===== src/irq_supply_cfg.svh =====
// constants of the interrupt and supply monitor controller
// assumes inclusion by bare name from the package and the controller module
`ifndef IRQ_SUPPLY_CFG_SVH
`define IRQ_SUPPLY_CFG_SVH

// register offsets on the special function register port
`define SFR_SUPPLY_MON     8'h00
`define SFR_EDGE_SEL       8'h01
`define SFR_PRIMARY_BASE   8'h02
`define SFR_MULTI_BASE     8'h06
`define NUM_PRIMARY_REGS   4
`define NUM_MULTI_REGS     6

// reset value of every register
`define REG_RESET          8'h00

// supply monitor register fields
`define SM_FLAG_BIT        5
`define SM_ON_BIT          4
`define SM_BANDGAP_BIT     3
`define SM_LEVEL_MSB       2
`define SM_WRITE_MASK      8'h1F

// primary control register fields, register 0 and the others
`define GLOBAL_EN_BIT      0
`define PRIMARY0_MASK      8'h7F
`define PRIMARY_MASK       8'hFF

// multi-function registers: implemented bits
`define MULTI_MASK         8'hFF
`define MULTI2_MASK        8'h33
`define MULTI5_MASK        8'h77

// supply-low request inside the multi-function registers
`define SUPPLY_GROUP       3
`define SUPPLY_IRQ_FLAG    4
`define SUPPLY_IRQ_EN      0

// primary source event positions on the event port
`define SRC_CP0            0
`define SRC_CP1            1
`define SRC_ADC            2
`define SRC_TB0            3
`define SRC_TB1            4
`define NUM_PRIMARY_SRC    5

// timing
`define CLK_SYS_MHZ        125
`define IRQ_RAISE_DELAY_NS 120000
`define IRQ_RAISE_DELAY_CYCLES \
  ((`IRQ_RAISE_DELAY_NS * `CLK_SYS_MHZ + 999) / 1000)

`endif


===== src/irq_supply_pkg.sv =====
// types of the interrupt and supply monitor controller
// assumes irq_supply_cfg.svh is on the include path
`default_nettype none
`include "irq_supply_cfg.svh"

package irq_supply_pkg;

  typedef logic [7:0] sfr_byte_t;
  typedef logic [2:0] trip_level_t;

  typedef enum logic [1:0] {
    EDGE_OFF  = 2'b00,
    EDGE_RISE = 2'b01,
    EDGE_FALL = 2'b10,
    EDGE_BOTH = 2'b11
  } edge_sel_t;

  typedef enum logic [1:0] {
    DLY_WAIT  = 2'b00,
    DLY_COUNT = 2'b01,
    DLY_DONE  = 2'b11
  } delay_state_t;

endpackage

`default_nettype wire


===== src/interrupt_and_supply_monitor_ctrl.sv =====
// interrupt request/enable registers and supply detector control
// assumes a synchronous register port and an asynchronous comparator
//
// Functional notes
// three-bit trip level select, 000 lowest 2.0V up to 111 at 4.0V
// read-only bit 5 shows supply below selected trip level
// bit 4 switches the supply detector on or off
// sleep mode switches the detector off regardless of its enable
// software waits for stabilisation before trusting the low flag
// supply-low request raised only after fixed delay from flag rise
// idle with detector on: keep running, set flag, wake on low
// software presets supply-low request flag to avoid idle wake-up
// bit 3 enables bandgap reference output
// bits 7 and 6 of supply monitor register read zero
// every source has its own enable bit and request flag
// grouped sources form multi-function groups 0..5 with own bits
// supply-low flag bit 4, enable bit 0 of multi register 3
// two-bit edge select: off, rising, falling, both
// edge selects packed pin 3 high to pin 0 low, cleared at reset
// flags: 1 pending, cleared at power-up, writable by software
// primary reg 0: flags at 6,5,4, comparator enable 3, bit 7 zero
// enable bit 0 blocks its source, 1 allows it
// global enable at bit 0 of primary reg 0 gates every request; WAKE_OUT is not gated by it
// group flag set while any member has flag and enable set
`timescale 1ns/10ps
`default_nettype none

`include "irq_supply_cfg.svh"

module interrupt_and_supply_monitor_ctrl #(
  parameter int unsigned NUM_PINS           = 4,
  parameter int unsigned RAISE_DELAY_CYCLES = `IRQ_RAISE_DELAY_CYCLES
) (
  // clock and reset
  input  wire logic                            CLK_SYS_IN,
  input  wire logic                            RESET_IN,
  // special function register port
  input  wire logic [7:0]                      SFR_ADDR_IN,
  input  wire logic                            SFR_WR_IN,
  input  wire irq_supply_pkg::sfr_byte_t       SFR_WDATA_IN,
  output irq_supply_pkg::sfr_byte_t            SFR_RDATA_OUT,
  // power modes from the core
  input  wire logic                            SLEEP_MODE_IN,
  input  wire logic                            IDLE_MODE_IN,
  // analogue detector side
  input  wire logic                            SUPPLY_BELOW_TRIP_IN,
  output logic                                 DETECTOR_ON_OUT,
  output irq_supply_pkg::trip_level_t          TRIP_LEVEL_OUT,
  output logic                                 BANDGAP_OUT_ENABLE_OUT,
  // interrupt sources
  input  wire logic [NUM_PINS-1:0]             EXTERNAL_IRQ_PINS_IN,
  input  wire logic [`NUM_PRIMARY_SRC-1:0]     PRIMARY_EVENT_IN,
  input  wire logic [4*`NUM_MULTI_REGS-1:0]    MEMBER_EVENT_IN,
  // requests to the core
  output logic                                 IRQ_REQ_OUT,
  output logic                                 WAKE_OUT
);
  import irq_supply_pkg::*;

  generate
    if (NUM_PINS != 4) begin : g_bad_pins
      $error("edge select register serves exactly four pins");
    end
  endgenerate

  // ****************************************************************
  // helpers
  // ****************************************************************
  // any flag in bits 7:4 paired with its enable in bits 3:0
  function automatic logic pair_pending(input sfr_byte_t r);
    pair_pending = |(r[7:4] & r[3:0]);
  endfunction

  // software write or hold, then hardware set wins
  function automatic sfr_byte_t next_reg(input sfr_byte_t cur,
                                         input sfr_byte_t ev,
                                         input logic      hit,
                                         input sfr_byte_t wdata,
                                         input sfr_byte_t mask);
    next_reg = ((hit ? wdata : cur) | ev) & mask;
  endfunction

  function automatic logic is_addr(input logic [7:0] a,
                                   input logic [7:0] off);
    is_addr = SFR_WR_IN && (a == off);
  endfunction

  // ****************************************************************
  // state
  // ****************************************************************
  sfr_byte_t              supply_mon_r;
  sfr_byte_t              edge_sel_r;
  sfr_byte_t              primary_r [`NUM_PRIMARY_REGS];
  sfr_byte_t              multi_r   [`NUM_MULTI_REGS];
  sfr_byte_t              primary_ev [`NUM_PRIMARY_REGS];
  sfr_byte_t              multi_ev   [`NUM_MULTI_REGS];
  sfr_byte_t              rdata_nxt;
  logic                   below_meta_r;
  logic                   below_sync_r;
  logic                   detector_active;
  logic                   supply_low_flag;
  logic                   supply_irq_fire;
  logic [NUM_PINS-1:0]    pin_edge;
  logic [`NUM_MULTI_REGS-1:0] group_active;
  logic                   primary_pend;
  logic                   wake_r;

  // ****************************************************************
  // supply monitor register
  // ****************************************************************
  always_ff @(posedge CLK_SYS_IN or posedge RESET_IN) begin
    if (RESET_IN) begin
      supply_mon_r <= `REG_RESET;
    end else if (is_addr(SFR_ADDR_IN, `SFR_SUPPLY_MON)) begin
      supply_mon_r <= SFR_WDATA_IN & `SM_WRITE_MASK;
    end
  end

  assign TRIP_LEVEL_OUT         = supply_mon_r[`SM_LEVEL_MSB:0];
  assign BANDGAP_OUT_ENABLE_OUT = supply_mon_r[`SM_BANDGAP_BIT];

  // ****************************************************************
  // detector control and low flag
  // ****************************************************************
  // sleep turns the detector off, idle keeps it running
  assign detector_active = supply_mon_r[`SM_ON_BIT]
                         & ~SLEEP_MODE_IN;
  assign DETECTOR_ON_OUT = detector_active;

  always_ff @(posedge CLK_SYS_IN or posedge RESET_IN) begin
    if (RESET_IN) begin
      below_meta_r <= 1'b0;
      below_sync_r <= 1'b0;
    end else begin
      below_meta_r <= SUPPLY_BELOW_TRIP_IN;
      below_sync_r <= below_meta_r;
    end
  end

  // an unpowered detector reports no low supply
  assign supply_low_flag = below_sync_r & detector_active;

  supply_irq_delay #(
    .CYCLES (RAISE_DELAY_CYCLES)
  ) u_delay (
    .clk_in   (CLK_SYS_IN),
    .rst_in   (RESET_IN),
    .level_in (supply_low_flag),
    .fire_out (supply_irq_fire)
  );

  // ****************************************************************
  // external pin edge select
  // ****************************************************************
  always_ff @(posedge CLK_SYS_IN or posedge RESET_IN) begin
    if (RESET_IN) begin
      edge_sel_r <= `REG_RESET;
    end else if (is_addr(SFR_ADDR_IN, `SFR_EDGE_SEL)) begin
      edge_sel_r <= SFR_WDATA_IN;
    end
  end

  pin_edge_detect #(
    .NUM_PINS (NUM_PINS)
  ) u_edges (
    .clk_in   (CLK_SYS_IN),
    .rst_in   (RESET_IN),
    .pins_in  (EXTERNAL_IRQ_PINS_IN),
    .sel_in   (edge_sel_r),
    .edge_out (pin_edge)
  );

  // ****************************************************************
  // hardware events onto flag positions
  // ****************************************************************
  always_comb begin
    for (int g = 0; g < `NUM_MULTI_REGS; g++) begin
      group_active[g] = pair_pending(multi_r[g]);
      multi_ev[g]     = {MEMBER_EVENT_IN[4*g +: 4], 4'h0};
    end
    multi_ev[`SUPPLY_GROUP][`SUPPLY_IRQ_FLAG] =
      MEMBER_EVENT_IN[4*`SUPPLY_GROUP] | supply_irq_fire;
  end

  // group flags sit in the primary registers
  always_comb begin
    primary_ev[0] = {1'b0, PRIMARY_EVENT_IN[`SRC_CP0],
                     pin_edge[1], pin_edge[0], 4'h0};
    primary_ev[1] = {PRIMARY_EVENT_IN[`SRC_ADC], group_active[1],
                     group_active[0], PRIMARY_EVENT_IN[`SRC_CP1],
                     4'h0};
    primary_ev[2] = {group_active[3], PRIMARY_EVENT_IN[`SRC_TB1],
                     PRIMARY_EVENT_IN[`SRC_TB0], group_active[2],
                     4'h0};
    primary_ev[3] = {group_active[5], group_active[4],
                     pin_edge[3], pin_edge[2], 4'h0};
  end

  // ****************************************************************
  // primary control registers
  // ****************************************************************
  always_ff @(posedge CLK_SYS_IN or posedge RESET_IN) begin
    if (RESET_IN) begin
      for (int i = 0; i < `NUM_PRIMARY_REGS; i++) begin
        primary_r[i] <= `REG_RESET;
      end
    end else begin
      for (int i = 0; i < `NUM_PRIMARY_REGS; i++) begin
        primary_r[i] <= next_reg(primary_r[i], primary_ev[i],
                          is_addr(SFR_ADDR_IN,
                                  8'(`SFR_PRIMARY_BASE + i)),
                          SFR_WDATA_IN,
                          (i == 0) ? `PRIMARY0_MASK
                                   : `PRIMARY_MASK);
      end
    end
  end

  // ****************************************************************
  // multi-function registers
  // ****************************************************************
  function automatic sfr_byte_t multi_mask(input int g);
    unique case (g)
      2:       multi_mask = `MULTI2_MASK;
      5:       multi_mask = `MULTI5_MASK;
      default: multi_mask = `MULTI_MASK;
    endcase
  endfunction

  always_ff @(posedge CLK_SYS_IN or posedge RESET_IN) begin
    if (RESET_IN) begin
      for (int g = 0; g < `NUM_MULTI_REGS; g++) begin
        multi_r[g] <= `REG_RESET;
      end
    end else begin
      for (int g = 0; g < `NUM_MULTI_REGS; g++) begin
        multi_r[g] <= next_reg(multi_r[g], multi_ev[g],
                        is_addr(SFR_ADDR_IN,
                                8'(`SFR_MULTI_BASE + g)),
                        SFR_WDATA_IN, multi_mask(g));
      end
    end
  end

  // ****************************************************************
  // request to the core
  // ****************************************************************
  always_comb begin
    primary_pend = |(primary_r[0][6:4] & primary_r[0][3:1]);
    for (int i = 1; i < `NUM_PRIMARY_REGS; i++) begin
      primary_pend = primary_pend | pair_pending(primary_r[i]);
    end
  end

  assign IRQ_REQ_OUT = primary_r[0][`GLOBAL_EN_BIT]
                     & primary_pend;

  // idle wake only when the flag was not preset by software
  always_ff @(posedge CLK_SYS_IN or posedge RESET_IN) begin
    if (RESET_IN) begin
      wake_r <= 1'b0;
    end else begin
      wake_r <= IDLE_MODE_IN & supply_irq_fire
              & ~multi_r[`SUPPLY_GROUP][`SUPPLY_IRQ_FLAG];
    end
  end

  assign WAKE_OUT = wake_r;

  // ****************************************************************
  // read back
  // ****************************************************************
  always_comb begin
    rdata_nxt = 8'h00;
    if (SFR_ADDR_IN == `SFR_SUPPLY_MON) begin
      rdata_nxt = {2'b00, supply_low_flag,
                   supply_mon_r[`SM_ON_BIT:0]};
    end else if (SFR_ADDR_IN == `SFR_EDGE_SEL) begin
      rdata_nxt = edge_sel_r;
    end
    for (int i = 0; i < `NUM_PRIMARY_REGS; i++) begin
      if (SFR_ADDR_IN == 8'(`SFR_PRIMARY_BASE + i)) begin
        rdata_nxt = primary_r[i];
      end
    end
    for (int g = 0; g < `NUM_MULTI_REGS; g++) begin
      if (SFR_ADDR_IN == 8'(`SFR_MULTI_BASE + g)) begin
        rdata_nxt = multi_r[g];
      end
    end
  end

  always_ff @(posedge CLK_SYS_IN or posedge RESET_IN) begin
    if (RESET_IN) begin
      SFR_RDATA_OUT <= 8'h00;
    end else begin
      SFR_RDATA_OUT <= rdata_nxt;
    end
  end

endmodule

`default_nettype wire


===== src/pin_edge_detect.sv =====
// edge detection for the external interrupt pins
// assumes asynchronous pins; each passes two flip-flops first
`timescale 1ns/10ps
`default_nettype none

module pin_edge_detect #(
  parameter int unsigned NUM_PINS = 4
) (
  // clock and reset
  input  wire logic                  clk_in,
  input  wire logic                  rst_in,
  // pins and edge selects
  input  wire logic [NUM_PINS-1:0]   pins_in,
  input  wire logic [2*NUM_PINS-1:0] sel_in,
  // one-cycle detected edges
  output logic      [NUM_PINS-1:0]   edge_out
);
  import irq_supply_pkg::*;

  logic [NUM_PINS-1:0] meta_r;
  logic [NUM_PINS-1:0] sync_r;
  logic [NUM_PINS-1:0] prev_r;

  always_ff @(posedge clk_in or posedge rst_in) begin
    if (rst_in) begin
      meta_r <= '0;
      sync_r <= '0;
      prev_r <= '0;
    end else begin
      meta_r <= pins_in;
      sync_r <= meta_r;
      prev_r <= sync_r;
    end
  end

  always_comb begin
    for (int i = 0; i < NUM_PINS; i++) begin
      unique case (edge_sel_t'(sel_in[2*i +: 2]))
        EDGE_OFF:  edge_out[i] = 1'b0;
        EDGE_RISE: edge_out[i] = sync_r[i] & ~prev_r[i];
        EDGE_FALL: edge_out[i] = ~sync_r[i] & prev_r[i];
        EDGE_BOTH: edge_out[i] = sync_r[i] ^ prev_r[i];
      endcase
    end
  end

endmodule

`default_nettype wire


===== src/supply_irq_delay.sv =====
// fixed delay between supply-low flag rise and its request
// assumes level_in is already synchronous to clk_in
`timescale 1ns/10ps
`default_nettype none

module supply_irq_delay #(
  parameter int unsigned CYCLES = 15000
) (
  // clock and reset
  input  wire logic clk_in,
  input  wire logic rst_in,
  // flag level and delayed request pulse
  input  wire logic level_in,
  output logic      fire_out
);
  import irq_supply_pkg::*;

  localparam int unsigned CNT_W = $clog2(CYCLES + 1);

  generate
    if (CYCLES < 1) begin : g_bad
      $error("supply_irq_delay: CYCLES must be at least 1");
    end
  endgenerate

  delay_state_t     state_r;
  logic [CNT_W-1:0] cnt_r;

  always_ff @(posedge clk_in or posedge rst_in) begin
    if (rst_in) begin
      state_r  <= DLY_WAIT;
      cnt_r    <= '0;
      fire_out <= 1'b0;
    end else begin
      fire_out <= 1'b0;
      unique case (state_r)
        DLY_WAIT: begin
          cnt_r <= CNT_W'(1);
          if (level_in) begin
            state_r <= DLY_COUNT;
          end
        end
        DLY_COUNT: begin
          if (!level_in) begin
            state_r <= DLY_WAIT;
          end else if (cnt_r == CNT_W'(CYCLES)) begin
            fire_out <= 1'b1;
            state_r  <= DLY_DONE;
          end else begin
            cnt_r <= cnt_r + CNT_W'(1);
          end
        end
        DLY_DONE: begin
          if (!level_in) begin
            state_r <= DLY_WAIT;
          end
        end
        default: state_r <= DLY_WAIT;
      endcase
    end
  end

endmodule

`default_nettype wire


===== config.mk =====
export PLATFORM = sky130hd
export DESIGN_NAME = interrupt_and_supply_monitor_ctrl
export DESIGN_NICKNAME = d
export VERILOG_FILES = /design/src/irq_supply_pkg.sv /design/src/interrupt_and_supply_monitor_ctrl.sv /design/src/pin_edge_detect.sv /design/src/supply_irq_delay.sv
export VERILOG_INCLUDE_DIRS = /design/src
export SDC_FILE = /design/constraint.sdc
export NUM_CORES = 1
export LEC_CHECK = 0
export BUFFER_PORTS_ARGS = -buffer_cell sky130_fd_sc_hd__buf_4
export CAP_MARGIN = 40
export CORE_MARGIN = 8
export CORE_UTILIZATION = 45
export DETAILED_ROUTE_END_ITERATION = 6
export PLACE_DENSITY = 0.63
export SKIP_LAST_GASP = 1
export SYNTH_ARGS = -nofsm -noshare
export SYNTH_HDL_FRONTEND = slang
export SYNTH_HIERARCHICAL = 1
export SYNTH_SLANG_ARGS = --single-unit

===== constraint.sdc =====
create_clock -name CLK_SYS_IN -period 6 [get_ports CLK_SYS_IN]
set_input_delay 0.6 -clock CLK_SYS_IN [delete_from_list [all_inputs] [get_ports CLK_SYS_IN]]
set_output_delay 0.6 -clock CLK_SYS_IN [all_outputs]
set_load 0.02 [all_outputs]

### After elaboration in Yosys (flattened, before gate mapping)

Index checks and enable logic that the tools add are counted.

| cells by class | value |
|---|---|
| add/sub/neg operators | 1 |
| equality and inequality tests | 31 |
| muxes and demuxes | 37 |
| bitwise gates (word level) | 51 |
| reductions and logical operators | 31 |

Operators by type and width:

| operator | number |
|---|---|
| 8-bit 2-to-1 mux | 19 |
| 8-bit OR | 7 |
| 4-bit OR reduction | 9 |
| 8-bit by 3-bit equality test with 1-bit output, second input constant | 4 |
| 8-bit by 4-bit equality test with 1-bit output, second input constant | 4 |
| 4-bit bitwise AND | 7 |
| 14-bit 2-to-1 mux | 2 |
| 14-bit case mux with 2 select lines | 1 |
| 2-bit equality test, second input constant | 9 |
| 8-bit by 2-bit equality test with 1-bit output, second input constant | 2 |
| 1-bit case mux with 4 select lines | 4 |
| 14-bit by 1-bit adder with 14-bit output, second input constant | 1 |
| 14-bit equality test, second input constant | 1 |
| 7-bit 2-to-1 mux | 2 |
| 7-bit OR | 2 |
| 1-bit bitwise AND | 13 |
| 1-bit logical AND | 12 |
| 2-bit by 1-bit equality test with 1-bit output, second input constant | 5 |
| 2-bit logical NOT | 5 |
| 1-bit inverter | 10 |
| 8-bit by 1-bit equality test with 1-bit output, second input constant | 1 |
| 8-bit logical NOT | 1 |
| 2-bit 2-to-1 mux | 4 |
| 3-bit bitwise AND | 2 |
| other kinds (13) | 24 |

| word-level totals | value |
|---|---|
| flip-flop bits (word level) | 126 |
| input port bits | 55 |
| output and inout bits | 15 |
| logic and storage cells | 173 |

### Longest topological paths before layout

| depth | value |
|---|---|
| depth after elaboration | 14 |
| depth in mapped cells | 7 |
| depth with buffers taken out | 6 |

### Cells and area by module

Netlist, hierarchy kept.

By module, submodules not included:

| module | times used | cells an instance | area each (um^2) | seq. area each (um^2) |
|---|---|---|---|---|
| interrupt_and_supply_monitor_ctrl | 1 | 463 | 4988.5 | 2427.3 |
| supply_irq_delay | 1 | 105 | 1042.2 | 425.4 |
| pin_edge_detect | 1 | 49 | 539.3 | 300.3 |

### Worst setup path before layout

OpenSTA, ideal clock, no wires.

| path | value |
|---|---|
| path kind | input to register |
| start | input port SFR_ADDR_IN[5] |
| end | register multi_r[16] (netlist name) |
| setup time | 0.125 ns |
| arrival | 2.143 ns |
| required time | 5.875 ns |
| path slack | 3.733 ns |
| cell stages on the path | 6 |
| path buffers | 2 |
| path through | or4_1 or2_1 buf_2 nor2_4 buf_4 mux2_2 |

| on the way | value |
|---|---|
| word-level cells in the longest chain between the ends | 4 |

RTL lines:

| item | RTL line | source |
|---|---|---|
| start: declaration | interrupt_and_supply_monitor_ctrl.sv:38 | `input wire logic [7:0] SFR_ADDR_IN,` |
| 8-bit by 4-bit equality test with 1-bit output | interrupt_and_supply_monitor_ctrl.sv:85 | `is_addr = SFR_WR_IN && (a == off);` |
| 1-bit logical AND | interrupt_and_supply_monitor_ctrl.sv:85 |  |
| 8-bit 2-to-1 mux | interrupt_and_supply_monitor_ctrl.sv:80 | `next_reg = ((hit ? wdata : cur) \| ev) & mask;` |
| 8-bit OR | interrupt_and_supply_monitor_ctrl.sv:80 |  |
| end signal: indexed assignment | interrupt_and_supply_monitor_ctrl.sv:233 | `` multi_r[g] <= `REG_RESET; `` |
| end signal: indexed assignment | interrupt_and_supply_monitor_ctrl.sv:237 | `multi_r[g] <= next_reg(multi_r[g], multi_ev[g],` |
| end: declaration | interrupt_and_supply_monitor_ctrl.sv:94 | `` sfr_byte_t multi_r [`NUM_MULTI_REGS]; `` |

Every way passes these cells.
A chain may end at the register's enable or synchronous reset.

### Worst setup path in the final report

| path | value |
|---|---|
| start | input port SFR_ADDR_IN[5] |
| end | register primary_r[11] (netlist name) |

| on the way | value |
|---|---|
| word-level cells in the longest chain between the ends | 4 |

RTL lines:

| item | RTL line | source |
|---|---|---|
| 8-bit by 3-bit equality test with 1-bit output | interrupt_and_supply_monitor_ctrl.sv:85 |  |
| 1-bit logical AND | interrupt_and_supply_monitor_ctrl.sv:85 |  |
| 8-bit 2-to-1 mux | interrupt_and_supply_monitor_ctrl.sv:80 |  |
| 8-bit OR | interrupt_and_supply_monitor_ctrl.sv:80 |  |
| end signal: indexed assignment | interrupt_and_supply_monitor_ctrl.sv:205 | `` primary_r[i] <= `REG_RESET; `` |
| end signal: indexed assignment | interrupt_and_supply_monitor_ctrl.sv:209 | `primary_r[i] <= next_reg(primary_r[i], primary_ev[i],` |
| end: declaration | interrupt_and_supply_monitor_ctrl.sv:93 | `` sfr_byte_t primary_r [`NUM_PRIMARY_REGS]; `` |

Every way passes these cells.

==> metrics.txt <==
Die W=136.8 um; syn nets=682; ant diodes=0; Setup TNS=0 ns; Critical Path Fanout Max=12; top_reg_cell synth=dfrtp_1; Min Hold Slack=~0.22 ns; WP data required=around 6.3 ns; Mean Syn Cell Area=10.65 um2; Setup CP Type=in -> reg; largest area contributor in the netlist=dfrtp_1; element type at the critical path end=flop; Post-synth EDFFs=0; Tot GR Track Use=0.2108; via count=5,161; vias in the first global route=approximately 5,200; outcome=finished, final reports clean; first-pass GRT wire length=~30,000 um; Clock Tree Buf Depth=2; hold_buf cts=0; chip height=136.8 um; drt first pass iters=5; reg-to-reg startpoint=u_delay/cnt_r[6]$_DFFE_PP0P_; Final Critical Period=3.111 ns; Overflow after GRT=0; antenna viol nets, final=0; synthesized netlist cell count=617; Reg2Reg Depth=4; Synth-to-Final Area Change=16.70%; Fmax achieved=321.5 MHz; clk_lat worst skew=0.42 ns; gpl congestion=0.9145; antenna violations before repair=0; max-cap viol count=0; DR iter-0 viols=365; peak supply drop=0.2100 mV; LEAKAGE=3.417 nW; Post-CTS Resized=0; I/O Buffers=66; synthesized area=6570 um2; clock-pin transition on the worst setup and hold timing paths=0.05 ns; vias per cell=6.015; Nets=around 730; Arr. time, crit path=3.41 ns; unrepaired setup endpoints after global routing=false; fraction of layout cells with a size suffix above 1=0.2493; period utilization=0.5184; Final setup viols=0; yosys warns=6; Core Area=14,420 um2; Critical Path End=primary_r[11]$_DFFE_PP0P_; Slew @ Worst Pin=0.8483 ns; worst clock skew=0.007154 ns; number of synthesized register bits=126; Final Hold Vio Count=0; clk sinks=around 130; Post-route DRC=0; reg2reg setup slack=3.97 ns; CTS tree=yes; initial core utilization=0.4555; final slew viol count=0; power per cell area=267.9 nW/um2; Post-CTS Setup Bufs=0; FP Rows=44; Seq/Total Area, Yosys=0.4799; CTS buffer count=17; most frequent cells in the layout=dfrtp_1, buf_4, mux2_2; Min-Delay Path Class=in -> async; Synth top area share=0.4799; crit start category=input port; Ports=70; Async S/R FF share, synth=1.000; Post-Route WL=~19,000 um; commonest non-fill, non-tap cell in the layout=dfrtp_1; H-Tree Depth=4; Die Area=between 15,000 and 20,000 um2; largest net degree at the start of global routing=59; count of different cell masters after synthesis=70; clk root buf=clkbuf_16; Detailed Place HPWL=between 10,000 and 15,000 um; RR Endpoint=u_delay/cnt_r[8]$_DFFE_PP0P_; relative slew slack=0.4324; main area contributors after synthesis=dfrtp_1, mux2_2, a211o_1, nor2b_1, a22oi_1; Crit. Startpoint=SFR_ADDR_IN[5]; DR WL/cell=22.20 um
==> logic make-up (layout without fill, tap and decap cells) <==
kind of cell | after synthesis | count (layout) | share of synthesized area
AND/OR/NAND/NOR | 193 | 193 | 0.1685
AO/OA/AOI/OAI | 157 | 157 | 0.1716
flip-flops | 126 | 126 | 0.4799
multiplexers | 70 | 70 | 0.1205
buffers and inverters | 61 | 118 | 0.04037
adder cells (fa/ha/maj) | 10 | 10 | 0.01904
==> critical path: stages <==
cell and delay [ns]:
buf_4 0.11, or4_1 0.82, nor2_1 0.73, nand3_1 0.67, mux2_2 0.47
==> synthesized netlist by cell type, types with 7 or more instances <==
master and instances:
mux2_2 53, dfrtp_1 126, nand2b_1 8, nand3_1 18, a211o_1 35, nor3_1 9, o21ai_0 25, ha_1 10
nor2_1 32, clkbuf_1 18, o21ai_1 8, nand4_1 8, a22oi_1 20, nor2b_1 35, mux2i_1 15, inv_1 21
a21oi_1 21, nor4_1 7, buf_2 11, nand2_1 36
==> sequential cells by signal, indices dropped and copies added (netlist names) <==
signal / count
u_edges/sync_r: 4
WAKE_OUT: 1
below_meta_r: 1
u_delay/fire_out: 1
u_edges/prev_r: 4
below_sync_r: 1
primary_r: 31
edge_sel_r: 8
SFR_RDATA_OUT: 8
u_delay/state_r: 2
supply_mon_r: 5
u_edges/meta_r: 4
u_delay/cnt_r: 14
multi_r: 42
==> how the worst min path moves through the flow <==
stage / from / end / slack [ns] / cells after the start
2_1_floorplan: below_meta_r$_DFF_PP0_ / below_sync_r$_DFF_PP0_ / 0.33 / 0
3_3_place_gp: u_edges/meta_r[2]$_DFF_PP0_ / u_edges/sync_r[2]$_DFF_PP0_ / 0.33 / 0
3_5_place_dp: u_edges/meta_r[0]$_DFF_PP0_ / u_edges/sync_r[0]$_DFF_PP0_ / 0.34 / 0
4_1_cts: RESET_IN / u_edges/meta_r[0]$_DFF_PP0_ / 0.23 / 2
5_1_grt: RESET_IN / u_edges/prev_r[3]$_DFF_PP0_ / 0.25 / 2
6_report: RESET_IN / u_edges/sync_r[2]$_DFF_PP0_ / 0.22 / 2
==> power by group <==
group | internal [mW] | leakage (nW) | total [mW] | switching, mW
sequential | 0.886 | 1.54 | 0.923 | 0.0372
clock | 0.593 | 0.257 | 0.952 | 0.359
combinational | 0.0785 | 1.62 | 0.179 | 0.101
total | 1.56 | 3.42 | 2.05 | 0.497
==> per-stage QoR <==
stage | std cells | power (mW) | utilization | setup WS [ns] | instance area (um2)
after global routing | 858 | 2.129 | 0.5316 | 2.839 | 7667
after CTS | 858 | 2.075 | 0.5316 | 2.957 | 7667
after floorplan | 617 | 1.035 | - | 2.866 | 6570
final | 858 | 2.054 | 0.5316 | 2.889 | 7667
after detailed placement | 829 | 1.115 | 0.4941 | 2.521 | 7127
after global placement | 828 | 1.112 | 0.4936 | 2.524 | 7119
==> final cells by class <==
cell class,instances,area [um2]
fillers,1292,6756
flip-flops and latches,126,3153
multi-input cells,430,3152
repair buffers,68,510.5
clock buffers,23,478.0
well taps,184,230.2
inverters,21,81.33
clock inverters,6,62.56
==> layer usage <==
metal | up-vias | GRT usage | part of all wire | routed length (um)
met5 | - | 0 | 0 | 0
met4 | 0 | 0.08932 | 0.028 | 531
met3 | 33 | 0.04479 | 0.060 | 1152
met2 | 184 | 0.3342 | 0.47 | 8999
met1 | 2573 | 0.2742 | 0.44 | 8363
li1 | 2371 | - | - | -
No activity file was read; power rests on OpenSTA's default activity.
